**config.mk**
```make
export PLATFORM = sky130hd
export DESIGN_NAME = pfm_port_mux
export DESIGN_NICKNAME = d
export VERILOG_FILES = /design/src/pfm_pkg.sv /design/src/pfm_port_mux.sv
export VERILOG_INCLUDE_DIRS = /design/src
export SDC_FILE = /design/constraint.sdc
export NUM_CORES = 1
export LEC_CHECK = 0
export ABC_AREA = 1
export BUFFER_PORTS_ARGS = -buffer_cell sky130_fd_sc_hd__buf_2
export CAP_MARGIN = 20
export CORE_MARGIN = 3
export CORE_UTILIZATION = 47
export CTS_CLUSTER_SIZE = 20
export DETAILED_ROUTE_END_ITERATION = 12
export PLACE_DENSITY = 0.76
export SLEW_MARGIN = 20
export SYNTH_ARGS = -nofsm -noshare
export SYNTH_HDL_FRONTEND = slang
export SYNTH_SLANG_ARGS = --single-unit
export TNS_END_PERCENT = 1
```
**constraint.sdc**
```tcl
create_clock -name core_clk -period 1.2 [get_ports core_clk]
set_input_delay 0.18 -clock core_clk [delete_from_list [all_inputs] [get_ports core_clk]]
set_output_delay 0.18 -clock core_clk [all_outputs]
set_load 0.02 [all_outputs]
```
**src/pfm_map.svh**
```systemverilog
`ifndef PFM_MAP_SVH
`define PFM_MAP_SVH
// Port data (write: output latch, read: pin or latch)
`define PFM_OFS_DAT_A    8'h00
`define PFM_OFS_DAT_B    8'h01
`define PFM_OFS_DAT_S    8'h02
`define PFM_OFS_DAT_K    8'h04
`define PFM_OFS_DAT_T    8'h06
`define PFM_OFS_DAT_L    8'h08
// Direction, bit = 1 selects input
`define PFM_OFS_DIR_A    8'h20
`define PFM_OFS_DIR_B    8'h21
`define PFM_OFS_DIR_S    8'h22
`define PFM_OFS_DIR_K    8'h24
`define PFM_OFS_DIR_T    8'h26
`define PFM_OFS_DIR_L    8'h28
// Pull-up and function selection
`define PFM_OFS_PU_SH    8'h30
`define PFM_OFS_PU_SER   8'h32
`define PFM_OFS_KRM      8'h34
`define PFM_OFS_LCD_SEL  8'h38
`define PFM_OFS_SER_CTL  8'h3a
`define PFM_OFS_KEY_CTL  8'h3c
`define PFM_OFS_TMR_CTL  8'h3e
`define PFM_OFS_EDGE     8'h40
// Event status, enable, clear
`define PFM_OFS_STAT     8'h44
`define PFM_OFS_IEN      8'h45
`define PFM_OFS_ICLR     8'h46
// Field positions
`define PFM_PU_SH_A      0
`define PFM_PU_SH_B      1
`define PFM_PU_SH_K      4
`define PFM_EDGE_RISE    0
`define PFM_EDGE_FALL    1
`define PFM_EVT_INT      0
`define PFM_EVT_KEY      1
// Reset values
`define PFM_RST_ZERO     8'h00
`define PFM_RST_DIR      8'hff
`endif

```
**src/pfm_pkg.sv**
```systemverilog
package pfm_pkg;
    typedef struct packed {
        logic [7:0] addr;
        logic [7:0] wdata;
        logic       wr;
        logic       rd;
    } pfm_bus_req_t;

    typedef struct packed {
        logic [7:0] out;
        logic [7:0] oe;
        logic [7:0] pu;
    } pfm_drv_t;

    typedef struct packed {
        logic [3:0] a;
        logic [1:0] b;
        logic [2:0] s;
        logic [3:0] k;
        logic [1:0] t;
        logic [5:0] l;
    } pfm_pins_t;

    typedef struct packed {
        pfm_pins_t  lat;
        pfm_pins_t  dir;
        logic [7:0] pu_sh;
        logic [2:0] pu_ser;
        logic       krm;
        logic [5:0] lcd_sel;
        logic [2:0] ser_ctl;
        logic [3:0] key_ctl;
        logic [1:0] tmr_ctl;
        logic [1:0] edge_sel;
        logic [1:0] ien;
    } pfm_cfg_t;
endpackage

```
**src/pfm_port_mux.sv**
```systemverilog
// Operation
// Group A four pins, each direction from its own direction bit.
// Group B two pins, each direction from its own direction bit.
// Shared pull-up option enables groups A/B per port, input pins only.
// Serial group: per-pin direction and per-pin dedicated pull-up enable.
// Serial control mode per bit: clock, data out, data in replace port.
// Serial pins still obey direction bit and output latch value.
// Key group per-pin direction; pull-up from shared option or key-return mode.
// Key control mode pins feed key-return event detection.
// Timer/interrupt group two pins, per-pin direction.
// Control mode: pin 0 drives timer output, pin 1 is interrupt input.
// Interrupt input edge selectable: rising, falling, or both.
// LCD group function select per pin: port or segment output.
// LCD group in port mode follows its own direction bits.
// Active-low reset clears all logic and port configuration; the code loads the direction bits with 1 (input) instead of clearing them.
// External clock source drives main_osc_in and inverse on main_osc_inv.
// After reset all pins input, port function, pull-ups off.
// Output pin drives latch; input read returns sampled pin level.
//
// The register offsets and the plain strobed port were left to the implementer.
`timescale 1ns/1ps
`include "pfm_map.svh"
module pfm_port_mux (
    input  wire logic                  core_clk,
    input  wire logic                  rst_n,
    input  wire pfm_pkg::pfm_bus_req_t bus,
    output logic [7:0]                 rdata,
    input  wire pfm_pkg::pfm_pins_t    pins_in,
    output pfm_pkg::pfm_drv_t          grp_a_pins,
    output pfm_pkg::pfm_drv_t          grp_b_pins,
    output pfm_pkg::pfm_drv_t          serial_grp_pins,
    output pfm_pkg::pfm_drv_t          key_grp_pins,
    output pfm_pkg::pfm_drv_t          timer_irq_grp_pins,
    output pfm_pkg::pfm_drv_t          lcd_shared_grp_pins,
    input  wire logic                  sio_sck_out,
    input  wire logic                  sio_data_out,
    input  wire logic                  timer_out,
    input  wire logic [5:0]            lcd_seg_shared_outs,
    output logic                       serial_clk_pin_in,
    output logic                       serial_in_pin_in,
    output logic                       irq
);
    import pfm_pkg::*;

    pfm_cfg_t   cfg_reg;
    pfm_cfg_t   cfg_next;
    pfm_pins_t  smp_reg;
    pfm_pins_t  prev_reg;
    pfm_drv_t   a_reg, b_reg, s_reg, k_reg, t_reg, l_reg;
    pfm_drv_t   a_next, b_next, s_next, k_next, t_next, l_next;
    logic [7:0] rdata_reg;
    logic [7:0] rdata_next;
    logic [1:0] stat_reg;
    logic [1:0] stat_next;
    logic       irq_reg;
    logic       sck_in_reg;
    logic       si_in_reg;
    logic [1:0] evt;
    logic [1:0] clr;
    logic       int_rise;
    logic       int_fall;
    logic [3:0] key_fall;
    pfm_pins_t  rd_val;

    // Configuration registers
    always_comb begin
        cfg_next = cfg_reg;
        if (bus.wr) begin
            case (bus.addr)
                `PFM_OFS_DAT_A:   cfg_next.lat.a = bus.wdata[3:0];
                `PFM_OFS_DAT_B:   cfg_next.lat.b = bus.wdata[1:0];
                `PFM_OFS_DAT_S:   cfg_next.lat.s = bus.wdata[2:0];
                `PFM_OFS_DAT_K:   cfg_next.lat.k = bus.wdata[3:0];
                `PFM_OFS_DAT_T:   cfg_next.lat.t = bus.wdata[1:0];
                `PFM_OFS_DAT_L:   cfg_next.lat.l = bus.wdata[5:0];
                `PFM_OFS_DIR_A:   cfg_next.dir.a = bus.wdata[3:0];
                `PFM_OFS_DIR_B:   cfg_next.dir.b = bus.wdata[1:0];
                `PFM_OFS_DIR_S:   cfg_next.dir.s = bus.wdata[2:0];
                `PFM_OFS_DIR_K:   cfg_next.dir.k = bus.wdata[3:0];
                `PFM_OFS_DIR_T:   cfg_next.dir.t = bus.wdata[1:0];
                `PFM_OFS_DIR_L:   cfg_next.dir.l = bus.wdata[5:0];
                `PFM_OFS_PU_SH:   cfg_next.pu_sh = bus.wdata & 8'h13;
                `PFM_OFS_PU_SER:  cfg_next.pu_ser = bus.wdata[2:0];
                `PFM_OFS_KRM:     cfg_next.krm = bus.wdata[0];
                `PFM_OFS_LCD_SEL: cfg_next.lcd_sel = bus.wdata[5:0];
                `PFM_OFS_SER_CTL: cfg_next.ser_ctl = bus.wdata[2:0];
                `PFM_OFS_KEY_CTL: cfg_next.key_ctl = bus.wdata[3:0];
                `PFM_OFS_TMR_CTL: cfg_next.tmr_ctl = bus.wdata[1:0];
                `PFM_OFS_EDGE:    cfg_next.edge_sel = bus.wdata[1:0];
                `PFM_OFS_IEN:     cfg_next.ien = bus.wdata[1:0];
                default:          cfg_next = cfg_reg;
            endcase
        end
    end

    always_ff @(posedge core_clk or negedge rst_n) begin
        if (!rst_n) begin
            cfg_reg     <= '0;
            cfg_reg.dir <= {$bits(pfm_pins_t){1'b1}};
        end else begin
            cfg_reg <= cfg_next;
        end
    end

    // Pin sampling; pins are taken as synchronous, one stage for read and edges
    always_ff @(posedge core_clk or negedge rst_n) begin
        if (!rst_n) begin
            smp_reg  <= '0;
            prev_reg <= '0;
        end else begin
            smp_reg  <= pins_in;
            prev_reg <= smp_reg;
        end
    end

    // Pin drive, registered so every pin output comes from a flop
    // Unused upper slots of each drive word stay low so they never drive
    always_comb begin
        a_next     = '0;
        a_next.out = 8'(cfg_reg.lat.a);
        a_next.oe  = {4'h0, ~cfg_reg.dir.a};
        a_next.pu  = 8'({4{cfg_reg.pu_sh[`PFM_PU_SH_A]}} & cfg_reg.dir.a);
        b_next     = '0;
        b_next.out = 8'(cfg_reg.lat.b);
        b_next.oe  = {6'h00, ~cfg_reg.dir.b};
        b_next.pu  = 8'({2{cfg_reg.pu_sh[`PFM_PU_SH_B]}} & cfg_reg.dir.b);
        // Function output gated by latch, so software must set the latch to 1
        s_next     = '0;
        s_next.out = 8'((cfg_reg.ser_ctl & {cfg_reg.lat.s[2],
                                            sio_data_out & cfg_reg.lat.s[1],
                                            sio_sck_out & cfg_reg.lat.s[0]})
                        | (~cfg_reg.ser_ctl & cfg_reg.lat.s));
        s_next.oe  = {5'h00, ~cfg_reg.dir.s};
        s_next.pu  = 8'(cfg_reg.pu_ser & cfg_reg.dir.s);
        k_next     = '0;
        k_next.out = 8'(cfg_reg.lat.k);
        k_next.oe  = {4'h0, ~cfg_reg.dir.k};
        k_next.pu  = 8'({4{cfg_reg.pu_sh[`PFM_PU_SH_K] | cfg_reg.krm}}
                        & cfg_reg.dir.k);
        t_next     = '0;
        t_next.out = 8'({cfg_reg.lat.t[1],
                         cfg_reg.tmr_ctl[0] ? timer_out : cfg_reg.lat.t[0]});
        t_next.oe  = {6'h00, ~cfg_reg.dir.t};
        l_next     = '0;
        l_next.out = 8'((cfg_reg.lcd_sel & lcd_seg_shared_outs)
                        | (~cfg_reg.lcd_sel & cfg_reg.lat.l));
        l_next.oe  = {2'h0, cfg_reg.lcd_sel | ~cfg_reg.dir.l};
    end

    always_ff @(posedge core_clk or negedge rst_n) begin
        if (!rst_n) begin
            a_reg <= '0;
            b_reg <= '0;
            s_reg <= '0;
            k_reg <= '0;
            t_reg <= '0;
            l_reg <= '0;
        end else begin
            a_reg <= a_next;
            b_reg <= b_next;
            s_reg <= s_next;
            k_reg <= k_next;
            t_reg <= t_next;
            l_reg <= l_next;
        end
    end

    // Events: interrupt edge and key-return falling edge
    assign int_rise = smp_reg.t[1] & ~prev_reg.t[1];
    assign int_fall = ~smp_reg.t[1] & prev_reg.t[1];
    assign key_fall = prev_reg.k & ~smp_reg.k & cfg_reg.key_ctl & cfg_reg.dir.k;
    assign evt[`PFM_EVT_INT] = cfg_reg.tmr_ctl[1] & cfg_reg.dir.t[1]
                               & ((cfg_reg.edge_sel[`PFM_EDGE_RISE] & int_rise)
                                  | (cfg_reg.edge_sel[`PFM_EDGE_FALL] & int_fall));
    assign evt[`PFM_EVT_KEY] = |key_fall;
    assign clr = (bus.wr && bus.addr == `PFM_OFS_ICLR) ? bus.wdata[1:0] : 2'h0;

    // Read value: input pins show sampled level, outputs show latch
    assign rd_val = (cfg_reg.lat & ~cfg_reg.dir) | (smp_reg & cfg_reg.dir);

    always_comb begin
        // A new event wins over a clear in the same cycle
        stat_next  = (stat_reg & ~clr) | evt;
        rdata_next = 8'h00;
        if (bus.rd) begin
            case (bus.addr)
                `PFM_OFS_DAT_A:   rdata_next = 8'(rd_val.a);
                `PFM_OFS_DAT_B:   rdata_next = 8'(rd_val.b);
                `PFM_OFS_DAT_S:   rdata_next = 8'(rd_val.s);
                `PFM_OFS_DAT_K:   rdata_next = 8'(rd_val.k);
                `PFM_OFS_DAT_T:   rdata_next = 8'(rd_val.t);
                `PFM_OFS_DAT_L:   rdata_next = 8'(rd_val.l);
                `PFM_OFS_DIR_A:   rdata_next = 8'(cfg_reg.dir.a);
                `PFM_OFS_DIR_B:   rdata_next = 8'(cfg_reg.dir.b);
                `PFM_OFS_DIR_S:   rdata_next = 8'(cfg_reg.dir.s);
                `PFM_OFS_DIR_K:   rdata_next = 8'(cfg_reg.dir.k);
                `PFM_OFS_DIR_T:   rdata_next = 8'(cfg_reg.dir.t);
                `PFM_OFS_DIR_L:   rdata_next = 8'(cfg_reg.dir.l);
                `PFM_OFS_PU_SH:   rdata_next = cfg_reg.pu_sh;
                `PFM_OFS_PU_SER:  rdata_next = 8'(cfg_reg.pu_ser);
                `PFM_OFS_KRM:     rdata_next = 8'(cfg_reg.krm);
                `PFM_OFS_LCD_SEL: rdata_next = 8'(cfg_reg.lcd_sel);
                `PFM_OFS_SER_CTL: rdata_next = 8'(cfg_reg.ser_ctl);
                `PFM_OFS_KEY_CTL: rdata_next = 8'(cfg_reg.key_ctl);
                `PFM_OFS_TMR_CTL: rdata_next = 8'(cfg_reg.tmr_ctl);
                `PFM_OFS_EDGE:    rdata_next = 8'(cfg_reg.edge_sel);
                `PFM_OFS_STAT:    rdata_next = 8'(stat_reg);
                `PFM_OFS_IEN:     rdata_next = 8'(cfg_reg.ien);
                default:          rdata_next = 8'h00;
            endcase
        end
    end

    always_ff @(posedge core_clk or negedge rst_n) begin
        if (!rst_n) begin
            stat_reg   <= 2'h0;
            rdata_reg  <= `PFM_RST_ZERO;
            irq_reg    <= 1'b0;
            sck_in_reg <= 1'b0;
            si_in_reg  <= 1'b0;
        end else begin
            stat_reg   <= stat_next;
            rdata_reg  <= rdata_next;
            irq_reg    <= |(stat_next & cfg_reg.ien);
            sck_in_reg <= cfg_reg.ser_ctl[0] & smp_reg.s[0];
            si_in_reg  <= cfg_reg.ser_ctl[2] & smp_reg.s[2];
        end
    end

    assign rdata               = rdata_reg;
    assign irq                 = irq_reg;
    assign serial_clk_pin_in   = sck_in_reg;
    assign serial_in_pin_in    = si_in_reg;
    assign grp_a_pins          = a_reg;
    assign grp_b_pins          = b_reg;
    assign serial_grp_pins     = s_reg;
    assign key_grp_pins        = k_reg;
    assign timer_irq_grp_pins  = t_reg;
    assign lcd_shared_grp_pins = l_reg;
endmodule

```
# == Yosys cells after proc, flatten, opt, wreduce, memory -nomap -nowiden ==
# Cells that the tools add are included.
# totals
reg_bits,170
inputBits,50
out_inout_bits,155
wordCells,146
# op_classes
n_eq_ne,22
n_mux,4
n_bitwise,45
n_reduce_logical,25
# ops
cell,n
$pmux W6 S22,1
$eq A8 B6 Y1 const B,13
$and A21 B21 Y21,2
$reduce_and A2 Y1,21
$eq A8 B7 Y1 const B,4
$not A21 Y21,1
$or A21 B21 Y21,1
$and A4 B4 Y4,5
$eq A8 B3 Y1 const B,2
$not A4 Y4,3
$and A1 B1 Y1,10
$and A8 B3 Y8,1
$and A8 B6 Y8,1
$eq A8 B1 Y1 const B,1
$eq A8 B2 Y1 const B,1
$eq A8 B4 Y1 const B,1
$logic_not A8 Y1,1
$not A3 Y8,1
$not A6 Y8,1
$or A3 B8 Y8,1
$or A6 B8 Y8,1
$and A2 B2 Y2,3
$and A3 B3 Y3,2
$and A6 B6 Y6,1
other kinds (13),17

# == Longest topological paths before layout ==
# depth
word_depth,8
depth_mapped,12
mapped_depth_nobuf,11

# == Worst setup path before layout ==
# No wires, ideal clock.
# synth_timing
path_kind,reg-to-reg
start,register cfg_reg[51] (netlist name)
end,"register rdata_reg[3], in the netlist rdata[3]"
setup_time_ps,122
arrival_ps,1142
required_ps,1078
slack_ps,-64
stages_incl_launch_ff,7
path_buffers,0
period_less_slack_ps,1264
cell_sequence,dfstp_2 -> inv_1 -> or2_2 -> o211ai_1 -> o21ai_0 -> nor2_1 -> a21oi_1
# synth_between
elab_chain_len,5
word_cells_on_any_way,6
classes_between,2 x mux; 4 x bitwise
# synth_rtl
item,line,text
start: declaration,pfm_port_mux.sv:45,pfm_cfg_t cfg_reg;
start signal: assignment,pfm_port_mux.sv:101,cfg_reg <= cfg_next;
$not A21 Y21,pfm_port_mux.sv:179,assign rd_val = (cfg_reg.lat & ~cfg_reg.dir) | (smp_reg & cfg_reg.dir);
$and A21 B21 Y21,pfm_port_mux.sv:179,
$or A21 B21 Y21,pfm_port_mux.sv:179,
$pmux W6 S22 (*),pfm_port_mux.sv:186,case (bus.addr)
$mux W6 (*),pfm_port_mux.sv:185,if (bus.rd) begin
net rdata_next[3],pfm_port_mux.sv:52,logic [7:0] rdata_next;
end signal: assignment,pfm_port_mux.sv:217,rdata_reg <= `PFM_RST_ZERO;
end signal: assignment,pfm_port_mux.sv:223,rdata_reg <= rdata_next;
end: declaration,pfm_port_mux.sv:51,logic [7:0] rdata_reg;
# The timed path passes the listed nets; every way through them passes the cells marked *.
# A chain may end at the register's enable or synchronous reset.

# == Worst setup path in the final report ==
# Same ends and word-level chain as after synthesis.

==> qor.csv <==
metric,value,unit
synth-compound-area-share,0.08016,
place.gp.congestion,1.010,
drive_gt1_frac,0.2765,
post-route-min-period,1310,ps
hpwl,12.80,mm
cts_max_level,4,
netlist_area,7024,um2
grt_pass1_wl,27.57,mm
start_kind,flop,
wl_per_cell,14.67,um
syn2layout_area_growth,28.71,%
start_util,0.4815,
grt_overflow,0,
setup_ws,-109.6,ps
die_h,128.3,um
synth.area.mux_share,0,
p_per_area,1422,nW/um2
cts_buffers,17,
synth-xor-area-share,0,
end_kind,flop,
synth_cells,779,
antenna_found_initial,0,
die_area,16450,um2
final_nets,1058,
dp.cells,1139,
final_hold_viol_count,0,
core_area,14590,um2
wl_met3,1.184,mm
numClockSinks,160,
wl_met2,8.743,mm
insertedDiodeCount,0,
clk_pin_slew,70,ps
skew,8.727,ps
p_leak,4.625,nW
largest_reg_flops,62,
max_freq,763.6,MHz
via_per_inst,4.705,
worstSkewPairLatency,430,ps
synth_top_family_by_area,simple AND/OR/NAND/NOR gates,
highest-signal-layer,met4,
die_x,128.3,um
vias,5665,
crit_type,flop to flop,
yosys_warnings,0,
hold_path.class,primary input to flop,
drc_errors,0,
ys_seq_area_frac,0.5737,
numPortBuffers,111,
tritoncts,built,
synthSimpleGateAreaFrac,0.1952,
reg2reg_slack,-110,ps
met1_length,7.305,mm
maxCapViolCount,0,
drv_slew,0,
grt_pass1_vias,5403,
syn_area_per_cell,9.017,um2
track_usage,0.2187,
synth-adder-area-share,0,
fillers,1218,
drt_first_pass_iters,5,
power,12.85,mW
vdd_drop_max,1040,uV
synth_cell_types,27,
rsz0062_at_grt,true,
cts_root_buf,clkbuf_16,
worstPathArrival,1620,ps
crit_required,1510,ps
post-route-period-util,1.091,
cts_buffer_depth,2,
setup_violations,5,
most-common-layout-cells,"nand2_1, dfrtp_1, buf_2, conb_1, buf_4",
violations,negative setup slack,
grt_max_degree,56,
drt_wl_total,17.66,mm
status,"complete, but fails checks",
layout_commonest_cell,nand2_1,
crit_fanout,2,
ys_seq_elements,160,
rows,44,
drtIter0Drc,406,
ios,205,
ant_nets,0,
stdcell_count,1204,
[timing repair]
action	in CTS	in global routing
resized for setup	9	5
pin swaps	4	1
hold endpoints to repair	174	0
setup endpoints to repair	5	11
hold buffers	33	0
setup buffers	0	1
[where the power goes]
group / switching (mW) / internal, mW
logic: 0.881 / 0.447
registers: 0.142 / 5.66
clock network: 2.37 / 3.35
total: 3.40 / 9.46
[synth_stat cells]
cell type | count | area, um2
dfstp_2 | 21 | 551.8
buf_4 | 94 | 705.7
nand3_2 | 1 | 10.01
dfrtp_1 | 139 | 3478
clkbuf_1 | 6 | 22.52
nand2_2 | 9 | 56.30
conb_1 | 1 | 3.750
a31oi_1 | 1 | 6.260
buf_2 | 4 | 20.02
o22ai_1 | 2 | 12.51
o21ai_0 | 66 | 330.3
o21ai_2 | 3 | 26.28
nor2_8 | 1 | 20.02
o211ai_1 | 3 | 22.52
nand2_1 | 212 | 795.8
nor2_2 | 5 | 31.28
or2_2 | 2 | 12.51
nor2_4 | 3 | 33.78
inv_1 | 71 | 266.5
nor3_1 | 2 | 10.01
a21oi_1 | 7 | 35.03
nand3_1 | 42 | 210.2
nor2_1 | 46 | 172.7
buf_6 | 1 | 11.26
inv_2 | 8 | 30.03
nand4_1 | 3 | 18.77
o21ai_1 | 26 | 130.1
[layout make-up]
type                    count  area [um2]  area share
repair buffers            225        1572      0.1738
clock buffers              17       425.4     0.04705
inverters                  79       296.5     0.03280
flip-flops and latches    160        4030      0.4458
well taps                 184       230.2     0.02546
multi-input cells         525        2291      0.2534
clock inverters            14       196.4     0.02173
[through the flow]
stage / worst slack [ps] / util / TNS, ps / cell area (um2) / hold WS (ps)
2_1_floorplan: -10.29 / - / -10.29 / 7365 / -115.6
3_3_place_gp: -288.5 / 0.5525 / -8917 / 8060 / 18.50
3_5_place_dp: -295.6 / 0.5525 / -10950 / 8060 / 17.33
4_1_cts: -115.3 / 0.6184 / -384.6 / 9022 / 10.01
5_1_grt: -204.2 / 0.6197 / -886.5 / 9041 / 20.22
6_report: -109.6 / 0.6197 / -409.7 / 9041 / 12.59
[per-layer routing]
metal	up-vias	track usage
met4	0	0.07865
met5	-	0
met1	2671	0.2908
met2	223	0.3518
met3	37	0.05083
li1	2734	-
[logic make-up after synthesis]
family                 Yosys count
other                            1
buffers and inverters          184
and+or+nand+nor                326
DFF                            160
AOI/OAI and AO/OA              108
[final timing paths]
check / startpoint / to / cells after the start
min reg2reg: smp_reg[10]$_DFF_PN0_ / prev_reg[10]$_DFF_PN0_ / 0
max reg2reg: cfg_reg[51]$_DFFE_PN1P_ / rdata[3]$_DFF_PN0_ / 6
max: cfg_reg[51]$_DFFE_PN1P_ / rdata[3]$_DFF_PN0_ / 6
min in group asynchronous: rst_n / rdata[1]$_DFF_PN0_ / 2
min: bus[3] / cfg_reg[47]$_DFFE_PN1P_ / 3
max in group asynchronous: rst_n / cfg_reg[49]$_DFFE_PN1P_ / 3
[worst max-delay path: stages, from the launching register on]
cell and delay, ps:
dfstp_2 540, inv_2 40, or2_4 220, o211ai_1 130, o21ai_1 100, nor2_1 100, a21oi_1 70
No activity file was read; power rests on OpenSTA's default activity.
